$ cat src/debug_bridge_pkg.sv
package debug_bridge_pkg;

    // ----------------------------------------------------------------
    // widths and timing
    // ----------------------------------------------------------------
    localparam int BYTE_W = 8;
    localparam int ADDR_W = 16;
    localparam int CLK_PERIOD_NS = 40;
    localparam int STEP_MIN_NS = 500;
    localparam int STEP_MAX_NS = 1000;
    // strictly longer than the least time, strictly shorter than the longest
    localparam int STEP_CYCLES = STEP_MIN_NS / CLK_PERIOD_NS + 1;
    localparam int STEP_MAX_CYCLES = (STEP_MAX_NS - 1) / CLK_PERIOD_NS;
    localparam int STEP_CNT_W = 8;

    // ----------------------------------------------------------------
    // select codes {select_high, select_low}
    // ----------------------------------------------------------------
    localparam logic [1:0] SEL_ADDR_HIGH = 2'h0;
    localparam logic [1:0] SEL_ADDR_LOW = 2'h1;
    localparam logic [1:0] SEL_DATA_BUS = 2'h2;
    localparam logic [1:0] SEL_STATUS = 2'h3;

    // ----------------------------------------------------------------
    // reset values: slave runs, nothing injected or protected
    // ----------------------------------------------------------------
    localparam logic [7:0] KEY_CODE_RESET = 8'h00;
    localparam logic [7:0] JAM_DATA_RESET = 8'h00;
    localparam logic [7:0] CONTROL_RESET = 8'hFF;
    localparam logic [15:0] ADDR_HIGH_LSB = 16'h0008;

    // ----------------------------------------------------------------
    // types
    // ----------------------------------------------------------------
    typedef enum logic [1:0] {
        TARGET_KEY_CODE,
        TARGET_CONTROL,
        TARGET_JAM_DATA
    } target_t;

    // bit 7 down to bit 0 of the slave control register
    typedef struct packed {
        logic key_ready;
        logic phantom;
        logic drivers_enable;
        logic write_enable;
        logic run_reset;
        logic inject_off;
        logic step;
        logic run;
    } control_t;

    // bit 7 down to bit 0 as presented on host_in_data
    typedef struct packed {
        logic pwait;
        logic pdbin;
        logic spare;
        logic mem_write_status;
        logic sstack;
        logic sout;
        logic sinp;
        logic sm1;
    } status_t;

    typedef struct packed {
        logic select_high;
        logic select_low;
    } select_t;

endpackage

$ cat src/step_release.sv
`timescale 1ns/1ps

module step_release #(
    parameter int CYCLES = debug_bridge_pkg::STEP_CYCLES
) (
    input wire logic CLK, // system clock
    input wire logic RST, // synchronous reset, active high
    input wire logic start, // one-cycle request to release the ready line
    output logic active // high while the ready line is released
);

    // ----------------------------------------------------------------
    // elaboration check
    // ----------------------------------------------------------------
    if (CYCLES < 1 || CYCLES > debug_bridge_pkg::STEP_MAX_CYCLES ||
        CYCLES >= (1 << debug_bridge_pkg::STEP_CNT_W)) begin : g_bad_cycles
        $error("step_release: CYCLES out of range");
    end

    typedef struct packed {
        logic [debug_bridge_pkg::STEP_CNT_W-1:0] count;
    } step_state_t;

    step_state_t state_reg;
    step_state_t state_next;

    always_comb begin
        state_next = state_reg;
        if (start) begin
            state_next.count = debug_bridge_pkg::STEP_CNT_W'(CYCLES);
        end else if (state_reg.count != '0) begin
            state_next.count = state_reg.count - 1'b1;
        end
    end

    always_ff @(posedge CLK) begin
        if (RST) begin
            state_reg <= '0;
        end else begin
            state_reg <= state_next;
        end
    end

    assign active = (state_reg.count != '0);

endmodule // step_release

$ cat src/debug_bridge.sv
// What this block does
// - rising edge of the output strobe loads the selected 8-bit register
// - selects pick input group (addr high, addr low, data bus, status) and target (key code, key code, control, jam data)
// - status group order: SM1, SINP, SOUT, SSTACK, mem write, spare, PDBIN, PWAIT
// - control bit 0 low pulls the slave ready line low
// - bit 1 rising while halted releases ready for 500 ns to 1 us
// - bit 2 low asserts data inject and drives jam data onto bus
// - bit 3 drives the active-low slave reset line
// - bit 4 low asserts front ready and forces memory write low
// - bit 5 drives the active-low data-out disable line
// - bit 6 drives the active-low phantom line
// - bit 7 drives key ready; its rising edge sets slave key flag
// - key code register shown continuously on the keyboard header
// - slave control only per machine cycle, never within clock states
`timescale 1ns/1ps

module debug_bridge #(
    parameter int STEP_CYCLES = debug_bridge_pkg::STEP_CYCLES
) (
    input wire logic CLK, // 25 MHz system clock
    input wire logic RST, // synchronous reset, active high
    input wire logic [7:0] HOST_OUT_DATA, // data from master parallel port
    input wire logic HOST_OUT_STROBE_N, // master output strobe, active low
    input wire logic SELECT_LOW, // master select line, low bit
    input wire logic SELECT_HIGH, // master select line, high bit
    output logic [7:0] HOST_IN_DATA, // data to master parallel port
    input wire logic [15:0] ADDR, // slave address bus
    input wire logic [7:0] DATA_BUS_IN, // slave bidirectional data bus, sensed
    output logic [7:0] DATA_BUS_OUT, // jam data driven onto the data bus
    output logic DATA_BUS_OE_N, // low while the jam data drives the bus
    input wire debug_bridge_pkg::status_t STATUS, // slave status lines
    output logic XRDY_OUT, // ready line level when driven (always low)
    output logic XRDY_OE_N, // low while the ready line is pulled low
    output logic DATA_INJECT_N, // data inject, active low
    output logic PRESET_N, // slave reset, active low
    output logic FRONT_READY_N, // disables slave write driver, active low
    output logic MWRITE_OUT, // memory write level when driven (always low)
    output logic MWRITE_OE_N, // low while memory write is forced low
    output logic DO_DSBL_N, // slave data-out disable, active low
    output logic PHANTOM_N, // phantom, active low
    output logic KEY_READY_N, // keyboard data ready, active low
    output logic [7:0] KEY_CODE // keyboard header data
);

    // ----------------------------------------------------------------
    // elaboration check
    // ----------------------------------------------------------------
    if (STEP_CYCLES < 1 || STEP_CYCLES > debug_bridge_pkg::STEP_MAX_CYCLES) begin : g_bad_step
        $error("debug_bridge: STEP_CYCLES outside the allowed release window");
    end

    // ----------------------------------------------------------------
    // decoding
    // ----------------------------------------------------------------
    function automatic debug_bridge_pkg::target_t target_of(input debug_bridge_pkg::select_t sel);
        case ({sel.select_high, sel.select_low})
            debug_bridge_pkg::SEL_ADDR_HIGH: target_of = debug_bridge_pkg::TARGET_KEY_CODE;
            debug_bridge_pkg::SEL_ADDR_LOW: target_of = debug_bridge_pkg::TARGET_KEY_CODE;
            debug_bridge_pkg::SEL_DATA_BUS: target_of = debug_bridge_pkg::TARGET_CONTROL;
            default: target_of = debug_bridge_pkg::TARGET_JAM_DATA;
        endcase
    endfunction

    // ----------------------------------------------------------------
    // state
    // ----------------------------------------------------------------
    typedef struct packed {
        logic strobe_n;
        logic [7:0] key_code;
        logic [7:0] jam_data;
        debug_bridge_pkg::control_t control;
        logic step_start;
    } bridge_state_t;

    bridge_state_t state_reg;
    bridge_state_t state_next;
    debug_bridge_pkg::select_t sel;
    logic strobe_rise;
    logic step_active;

    assign sel = '{select_high: SELECT_HIGH, select_low: SELECT_LOW};
    // the strobe is sampled, so a load lands on the same edge that first sees the rising strobe level
    assign strobe_rise = state_reg.strobe_n == 1'b0 && HOST_OUT_STROBE_N == 1'b1;

    always_comb begin
        state_next = state_reg;
        state_next.strobe_n = HOST_OUT_STROBE_N;
        state_next.step_start = 1'b0;
        if (strobe_rise) begin
            case (target_of(sel))
                debug_bridge_pkg::TARGET_KEY_CODE: begin
                    state_next.key_code = HOST_OUT_DATA;
                end
                debug_bridge_pkg::TARGET_CONTROL: begin
                    state_next.control = debug_bridge_pkg::control_t'(HOST_OUT_DATA);
                    // a step only means something while the slave is held; checked on the new value
                    state_next.step_start = !state_reg.control.step && HOST_OUT_DATA[1]
                        && !HOST_OUT_DATA[0];
                end
                debug_bridge_pkg::TARGET_JAM_DATA: begin
                    state_next.jam_data = HOST_OUT_DATA;
                end
                default: begin
                    state_next.key_code = state_reg.key_code;
                end
            endcase
        end
    end

    always_ff @(posedge CLK) begin
        if (RST) begin
            state_reg.strobe_n <= 1'b1;
            state_reg.key_code <= debug_bridge_pkg::KEY_CODE_RESET;
            state_reg.jam_data <= debug_bridge_pkg::JAM_DATA_RESET;
            state_reg.control <= debug_bridge_pkg::control_t'(debug_bridge_pkg::CONTROL_RESET);
            state_reg.step_start <= 1'b0;
        end else begin
            state_reg <= state_next;
        end
    end

    // ----------------------------------------------------------------
    // single-step release of the ready line
    // ----------------------------------------------------------------
    step_release #(
        .CYCLES(STEP_CYCLES)
    ) u_step (
        .CLK(CLK),
        .RST(RST),
        .start(state_reg.step_start),
        .active(step_active)
    );

    // ----------------------------------------------------------------
    // input multiplexer toward the master
    // ----------------------------------------------------------------
    always_comb begin
        case ({sel.select_high, sel.select_low})
            debug_bridge_pkg::SEL_ADDR_HIGH: HOST_IN_DATA = ADDR[15:8];
            debug_bridge_pkg::SEL_ADDR_LOW: HOST_IN_DATA = ADDR[7:0];
            debug_bridge_pkg::SEL_DATA_BUS: HOST_IN_DATA = DATA_BUS_IN;
            default: HOST_IN_DATA = STATUS;
        endcase
    end

    // ----------------------------------------------------------------
    // slave bus controls
    // ----------------------------------------------------------------
    // holding the ready line only freezes the slave between clock states, whole cycles at a time
    assign XRDY_OUT = 1'b0;
    assign XRDY_OE_N = state_reg.control.run | step_active;
    assign DATA_INJECT_N = state_reg.control.inject_off;
    assign DATA_BUS_OUT = state_reg.jam_data;
    assign DATA_BUS_OE_N = state_reg.control.inject_off;
    assign PRESET_N = state_reg.control.run_reset;
    assign FRONT_READY_N = state_reg.control.write_enable;
    assign MWRITE_OUT = 1'b0;
    assign MWRITE_OE_N = state_reg.control.write_enable;
    assign DO_DSBL_N = state_reg.control.drivers_enable;
    assign PHANTOM_N = state_reg.control.phantom;
    // the slave latches its key flag on this line's rising edge, so no pulse shaping here
    assign KEY_READY_N = state_reg.control.key_ready;
    assign KEY_CODE = state_reg.key_code;

endmodule // debug_bridge

$ cat config.mk
export PLATFORM = sky130hd
export DESIGN_NAME = debug_bridge
export DESIGN_NICKNAME = d
export VERILOG_FILES = /design/src/debug_bridge_pkg.sv /design/src/step_release.sv /design/src/debug_bridge.sv
export SDC_FILE = /design/constraint.sdc
export NUM_CORES = 1
export LEC_CHECK = 0
export BUFFER_PORTS_ARGS = -buffer_cell sky130_fd_sc_hd__buf_4
export CAP_MARGIN = 20
export CORE_ASPECT_RATIO = 1.75
export CORE_UTILIZATION = 46
export CTS_CLUSTER_SIZE = 12
export DETAILED_ROUTE_END_ITERATION = 12
export PLACE_DENSITY = 0.79
export SYNTH_ARGS = -nofsm -noshare
export SYNTH_HDL_FRONTEND = slang
export SYNTH_SLANG_ARGS = --single-unit
$ cat constraint.sdc
create_clock -name CLK -period 1.98 [get_ports CLK]
set_input_delay 0.198 -clock CLK [delete_from_list [all_inputs] [get_ports CLK]]
set_output_delay 0.198 -clock CLK [all_outputs]
set_load 0.01 [all_outputs]
==> results.toml, run 1 <==
[detailed_routing]
viasPerCell = 5.08
vias = 1432
drt_iter0_markers = 17
wl_met1_mm = 1.59
wire_per_inst_um = 14.2
post-route-drc-count = 0
routed_wl_mm = 4.02
highest_layer = "met4"
met3_length_um = 158
first_pass_iters = 5
route.met2.wl_mm = 2.17
ant_nets = 0

[global_route]
grt_overflow = 0
grt_pass1_wl_mm = 5.84
grt_start_max_net_pins = 31
grt_use_total = 0.208
grt_pass1_vias = 1283
antenna_found_initial = 0

[critical_path]
worstPathMaxFanout = 2
crit_family = "simple AND/OR/NAND/NOR gates"
crit_buf_inv = 2
worst_setup_path_end_kind = "output pin"
criticalPathCategory = "reg2out"
cp.arrival_ns = 1.79
critPathSlowestCell = "or4b_4"
worstPathRequired_ns = 1.78
max_stage_delay_ns = 0.45
cp_cell_sequence = "inv_2 -> ha_4 -> or4b_4 -> or3_4 -> buf_6"
critPathLaunchType = "flop"

[job]
cap_violations = 0

[synthesis]
synth-seq-cells = 34
synthDominantCellAreaShare = 0.399
syn_area_mm2 = 0.00171
synth_edf_count = 0
async_flop_share = 0
yosysSeqAreaShare = 0.399
synth_area_leaders = "dfxtp_1 40%, mux4_2 11%, buf_4 8.8%"
yosysWarnings = 0
synthCells = 175
syn_avg_cell_area_um2 = 9.76
synth_top_area_cell = "dfxtp_1"
ys_types = 35
synth_ff_type = "dfxtp_1"

[sta]
tns_ns = -0.0105
hold_viol = 0
fin_crit_ns = 1.99
drv_slew = 0
setup_viol = 1
worst_hold_slack_ns = 0.138
setup_slack_ns = -0.0105
clock.fmax_mhz = 502
fin_crit_sh = 1.01
fin_worst_skew_ns = 0.00613
rsz0062_at_grt = "true"

[floorplan]
placeableCoreArea_mm2 = 0.00359
dieArea_mm2 = 0.00397
row_count = 29
dieWidth_um = 48.1
die_h_um = 82.6
start_util = 0.475
ioPinCount = 80

[placement]
place_ws_ns = 0.229
dp_hpwl_mm = 3.11
gp_congestion = 0.778
buffer_ports.inserted = 77

[power]
p_leak_nw = 0.967
power.density_mw_per_mm2 = 954
power_mw = 2.21
ir_worst_vdd_v = 0.000847

[clocking]
cts_hold_buf = 0
cts_tree = "built"
insertion_delay_ns = 0.28
root_buffer = "clkbuf_8"
cts_buffer_depth = 2
clkTransAtPathRegs_ns = 0.07
h-tree-depth = 2
numCtsBuffers = 5
cts_sinks = 34

[cells_and_area]
seq_area_um2 = 683
diodes = 0
drive_gt1_frac = 0.479
syn2layout_area_growth_pct = 35.9
multi_input_area_um2 = 855
utilization = 0.646
nNetsFinal = 282
fill_cells = 327

[hold_path]
hold_class = "in2reg"

[status]
status = "finished with violations"
violations = "negative setup slack"
-- through the flow --
step	cells	area, µm²
floorplan	176	1710
global placement	271	2180
detailed placement	271	2180
CTS	281	2290
global route	282	2320
finish	282	2320
-- final timing paths --
path                       start                   to  slack, ns  cells past startpoint
min            HOST_OUT_STROBE_N        state_reg[25]       0.14                      2
max reg2reg  u_step.state_reg[1]  u_step.state_reg[1]       0.29                      6
max          u_step.state_reg[1]            XRDY_OE_N      -0.01                      5
min reg2reg      DATA_BUS_OUT[5]      DATA_BUS_OUT[5]       0.46                      2
-- repair_timing --
| item | CTS | global route |
|---|---|---|
| resized for setup | 4 | 5 |
| hold endpoints to repair | 0 | 0 |
| setup endpoints to repair | 1 | 1 |
| pin swaps | 0 | 2 |
| setup buffers | 2 | 1 |
-- cell type report --
cell class,instances,area share
multi-input combinational,109,0.368
timing repair buffer,82,0.267
tap,46,0.0248
inverter,3,0.00485
clock buffer,6,0.0356
clock inverter,2,0.00539
sequential,34,0.294
-- cell usage after synthesis (2+ instances only) --
master,count
dfxtp_1,34
inv_1,3
a211o_1,8
and4b_1,2
clkbuf_1,6
mux4_2,8
mux2i_1,8
nor4_1,2
or4b_1,2
a21oi_1,15
or2_2,2
or3_1,2
ha_1,2
nor2_1,11
o21ai_0,4
nand2_1,16
buf_4,20
buf_2,3
nand4b_1,2
nor3b_1,3
nor2b_1,8
-- layer usage --
layer | global-route usage | vias up
met2 | 0.354 | 36
met4 | 0.0778 | 0
met1 | 0.240 | 667
met5 | 0 | -
met3 | 0.0500 | 12
li1 | - | 717
-- worst register-to-register path: stages (launching register included) --
cell	delay (ns)
dfxtp_2	0.33
inv_2	0.08
ha_4	0.13
or4b_4	0.45
buf_4	0.17
or2_4	0.26
a211oi_2	0.20
-- where the power goes --
part	leakage [nW]	switching (mW)	internal (mW)
Sequential	0.277	0.0794	0.778
Combinational	0.642	0.381	0.452
Clock	0.0472	0.245	0.279
Total	0.967	0.705	1.51
-- logic make-up (layout without fill, tap and decap cells) --
kind of cell | Yosys count | in the layout | share of synthesized area
buffers and inverters | 33 | 93 | 0.119
DFF | 34 | 34 | 0.399
other | 1 | 2 | 0.00220
and+or+nand+nor | 57 | 57 | 0.190
adders and majority gates | 2 | 2 | 0.0146
muxes | 16 | 16 | 0.152
xor gates and xnor gates | 1 | 1 | 0.00513
AOI/OAI and AO/OA | 31 | 31 | 0.119
-- layout by cell type (no fill, tap or decap), types with 2 or more instances in the layout --
cell type / count
buf_4: 81
dfxtp_1: 32
nand2_1: 16
a21oi_1: 15
nor2_1: 11
mux4_2: 8
mux2i_1: 8
nor2b_1: 8
a211o_1: 8
clkbuf_8: 6
o21ai_0: 4
inv_2: 2
and4b_1: 2
nand4b_1: 2
or2_2: 2
nor4_1: 2
nor3b_1: 2
conb_1: 2
dfxtp_2: 2
Power figures use the tool's default switching activity.
==> run 2: changes to the inputs <==
CORE_UTILIZATION = 48   (was 46)
CTS_BUF_LIST = sky130_fd_sc_hd__clkbuf_8   (was default)
GPL_TIMING_DRIVEN = 0   (was default)
PLACE_DENSITY = 0.82   (was 0.79)
==> results.toml, run 2 (synthesis gave the netlist of run 1 again) <==
[status]
status = "finished with violations"
violations = "negative setup slack"

[sta]
setup_viol = 1
clock.fmax_mhz = 500
slew_headroom = 0.639
tightestPinTransition_ns = 0.541
rsz0062_at_grt = "true"
fin_worst_skew_ns = 0.00567
hold_viol = 0
drv_slew = 0
setup_slack_ns = -0.0197
fin_crit_sh = 1.01
fin_crit_ns = 2.00

[power]
ir_worst_vdd_v = 0.000691
p_leak_nw = 1.09
power_mw = 2.29
power.density_mw_per_mm2 = 914

[hold_path]
min_path_cells = 2
hp-start = "HOST_OUT_STROBE_N"
hold_end = "state_reg[25]"
hold_class = "in2reg"

[critical_path]
criticalPathCategory = "reg2out"
worstPathMaxFanout = 2
cp_cell_sequence = "inv_2 -> ha_4 -> or4b_4 -> or3_4 -> buf_6"
critPathSlowestCell = "or4b_4"
crit_buf_inv = 2
r2r-start = "u_step.state_reg[0]"
reg2reg_to = "u_step.state_reg[7]"
crit_family = "simple AND/OR/NAND/NOR gates"
r2r_cells = 4
worst_setup_path_end_kind = "output pin"
worstPathRequired_ns = 1.78
max_stage_delay_ns = 0.47
critPathLaunchType = "flop"
reg2reg_setup_slack_ns = 0.24
cp.arrival_ns = 1.80

[cells_and_area]
layout_common_cells = "101 x buf_4, 32 x dfxtp_1, 16 x nand2_1, 15 x a21oi_1, 11 x nor2_1"
syn2layout_area_growth_pct = 46.4
diodes = 0
drive_gt1_frac = 0.506
mostFrequentLayoutCell = "buf_4"
nNetsFinal = 311
fill_cells = 265

[global_route]
grt_overflow = 0
grt_pass1_vias = 1584
grt_pass1_wl_mm = 7.07
grt_use_total = 0.265
grt_start_max_net_pins = 12
antenna_found_initial = 0

[clocking]
cts_buffer_depth = 2
numCtsBuffers = 5
cts_tree = "built"
clkTransAtPathRegs_ns = 0.07
cts_sinks = 34
h-tree-depth = 2
root_buffer = "clkbuf_8"
insertion_delay_ns = 0.29

[detailed_routing]
post-route-drc-count = 0
drt_iter0_markers = 22
wire_per_inst_um = 14.2
ant_nets = 0
routed_wl_mm = 4.41
vias = 1529
first_pass_iters = 4
viasPerCell = 4.93

[floorplan]
ioPinCount = 80
start_util = 0.503
placeableCoreArea_mm2 = 0.00340
dieArea_mm2 = 0.00381
dieWidth_um = 47.1
row_count = 28
die_h_um = 80.9

[placement]
place_ws_ns = 0.0692
buffer_ports.inserted = 77
dp_hpwl_mm = 3.52
gp_congestion = 0.800

[job]
cap_violations = 0
-- run 2: cell count changes in the layout (fill, tap and decap cells not counted) --
cell	before	now
nor3b_1	2	3
buf_2	0	2
clkbuf_1	0	6
nor3b_2	1	0
buf_1	0	1
buf_4	81	101
-- run 2: worst max path at each step --
stage                                   start         to  slack [ns]  depth (start not counted)
after floorplan           u_step.state_reg[0]  XRDY_OE_N        0.27                          5
after global placement    u_step.state_reg[0]  XRDY_OE_N        0.09                          6
after detailed placement  u_step.state_reg[0]  XRDY_OE_N        0.07                          6
after CTS                 u_step.state_reg[0]  XRDY_OE_N       -0.13                          6
after global routing      u_step.state_reg[0]  XRDY_OE_N       -0.06                          5
final                     u_step.state_reg[0]  XRDY_OE_N       -0.02                          5
-- run 2: final cells by class --
cell class	count	area (µm²)	share of cell area
multi-input cells	109	850	0.340
well taps	45	56.3	0.0225
repair buffers	82	619	0.248
flip-flops and latches	34	683	0.273
clock inverters	2	12.5	0.00500
inverters	3	11.3	0.00450
clock buffers	6	82.6	0.0330
plain buffers	29	186	0.0745
-- run 2: report_power, final --
group	total, mW	leakage (nW)	switching, mW	internal [mW]
Combinational	0.902	0.764	0.422	0.481
Clock	0.528	0.0472	0.249	0.279
Sequential	0.856	0.277	0.0777	0.778
-- run 2: metrics by stage --
stage | cell area (µm²) | std cells | hold slack (ns) | util | TNS [ns]
final | 2500 | 310 | 0.125 | 0.736 | -0.0197
after global routing | 2500 | 310 | 0.128 | 0.736 | -0.0646
after CTS | 2500 | 310 | 0.116 | 0.737 | -0.132
after detailed placement | 2350 | 298 | 0.422 | 0.690 | 0
after global placement | 2350 | 298 | 0.419 | 0.690 | 0
after floorplan | 1710 | 176 | 0.305 | - | 0
-- run 2: repair_timing --
action                                  in CTS  in global routing
setup buffers                                4                  1
hold buffers                                 0                  0
resized for setup                           11                  0
pin swaps                                    1                  1
endpoints found under the setup margin       1                  1
-- run 2: layer usage --
metal | up-vias | part of all wire | GRT usage
met4 | 0 | 0.028 | 0.129
met1 | 712 | 0.34 | 0.249
met2 | 35 | 0.60 | 0.499
met5 | - | 0 | 0
li1 | 772 | - | -
met3 | 10 | 0.032 | 0.0600
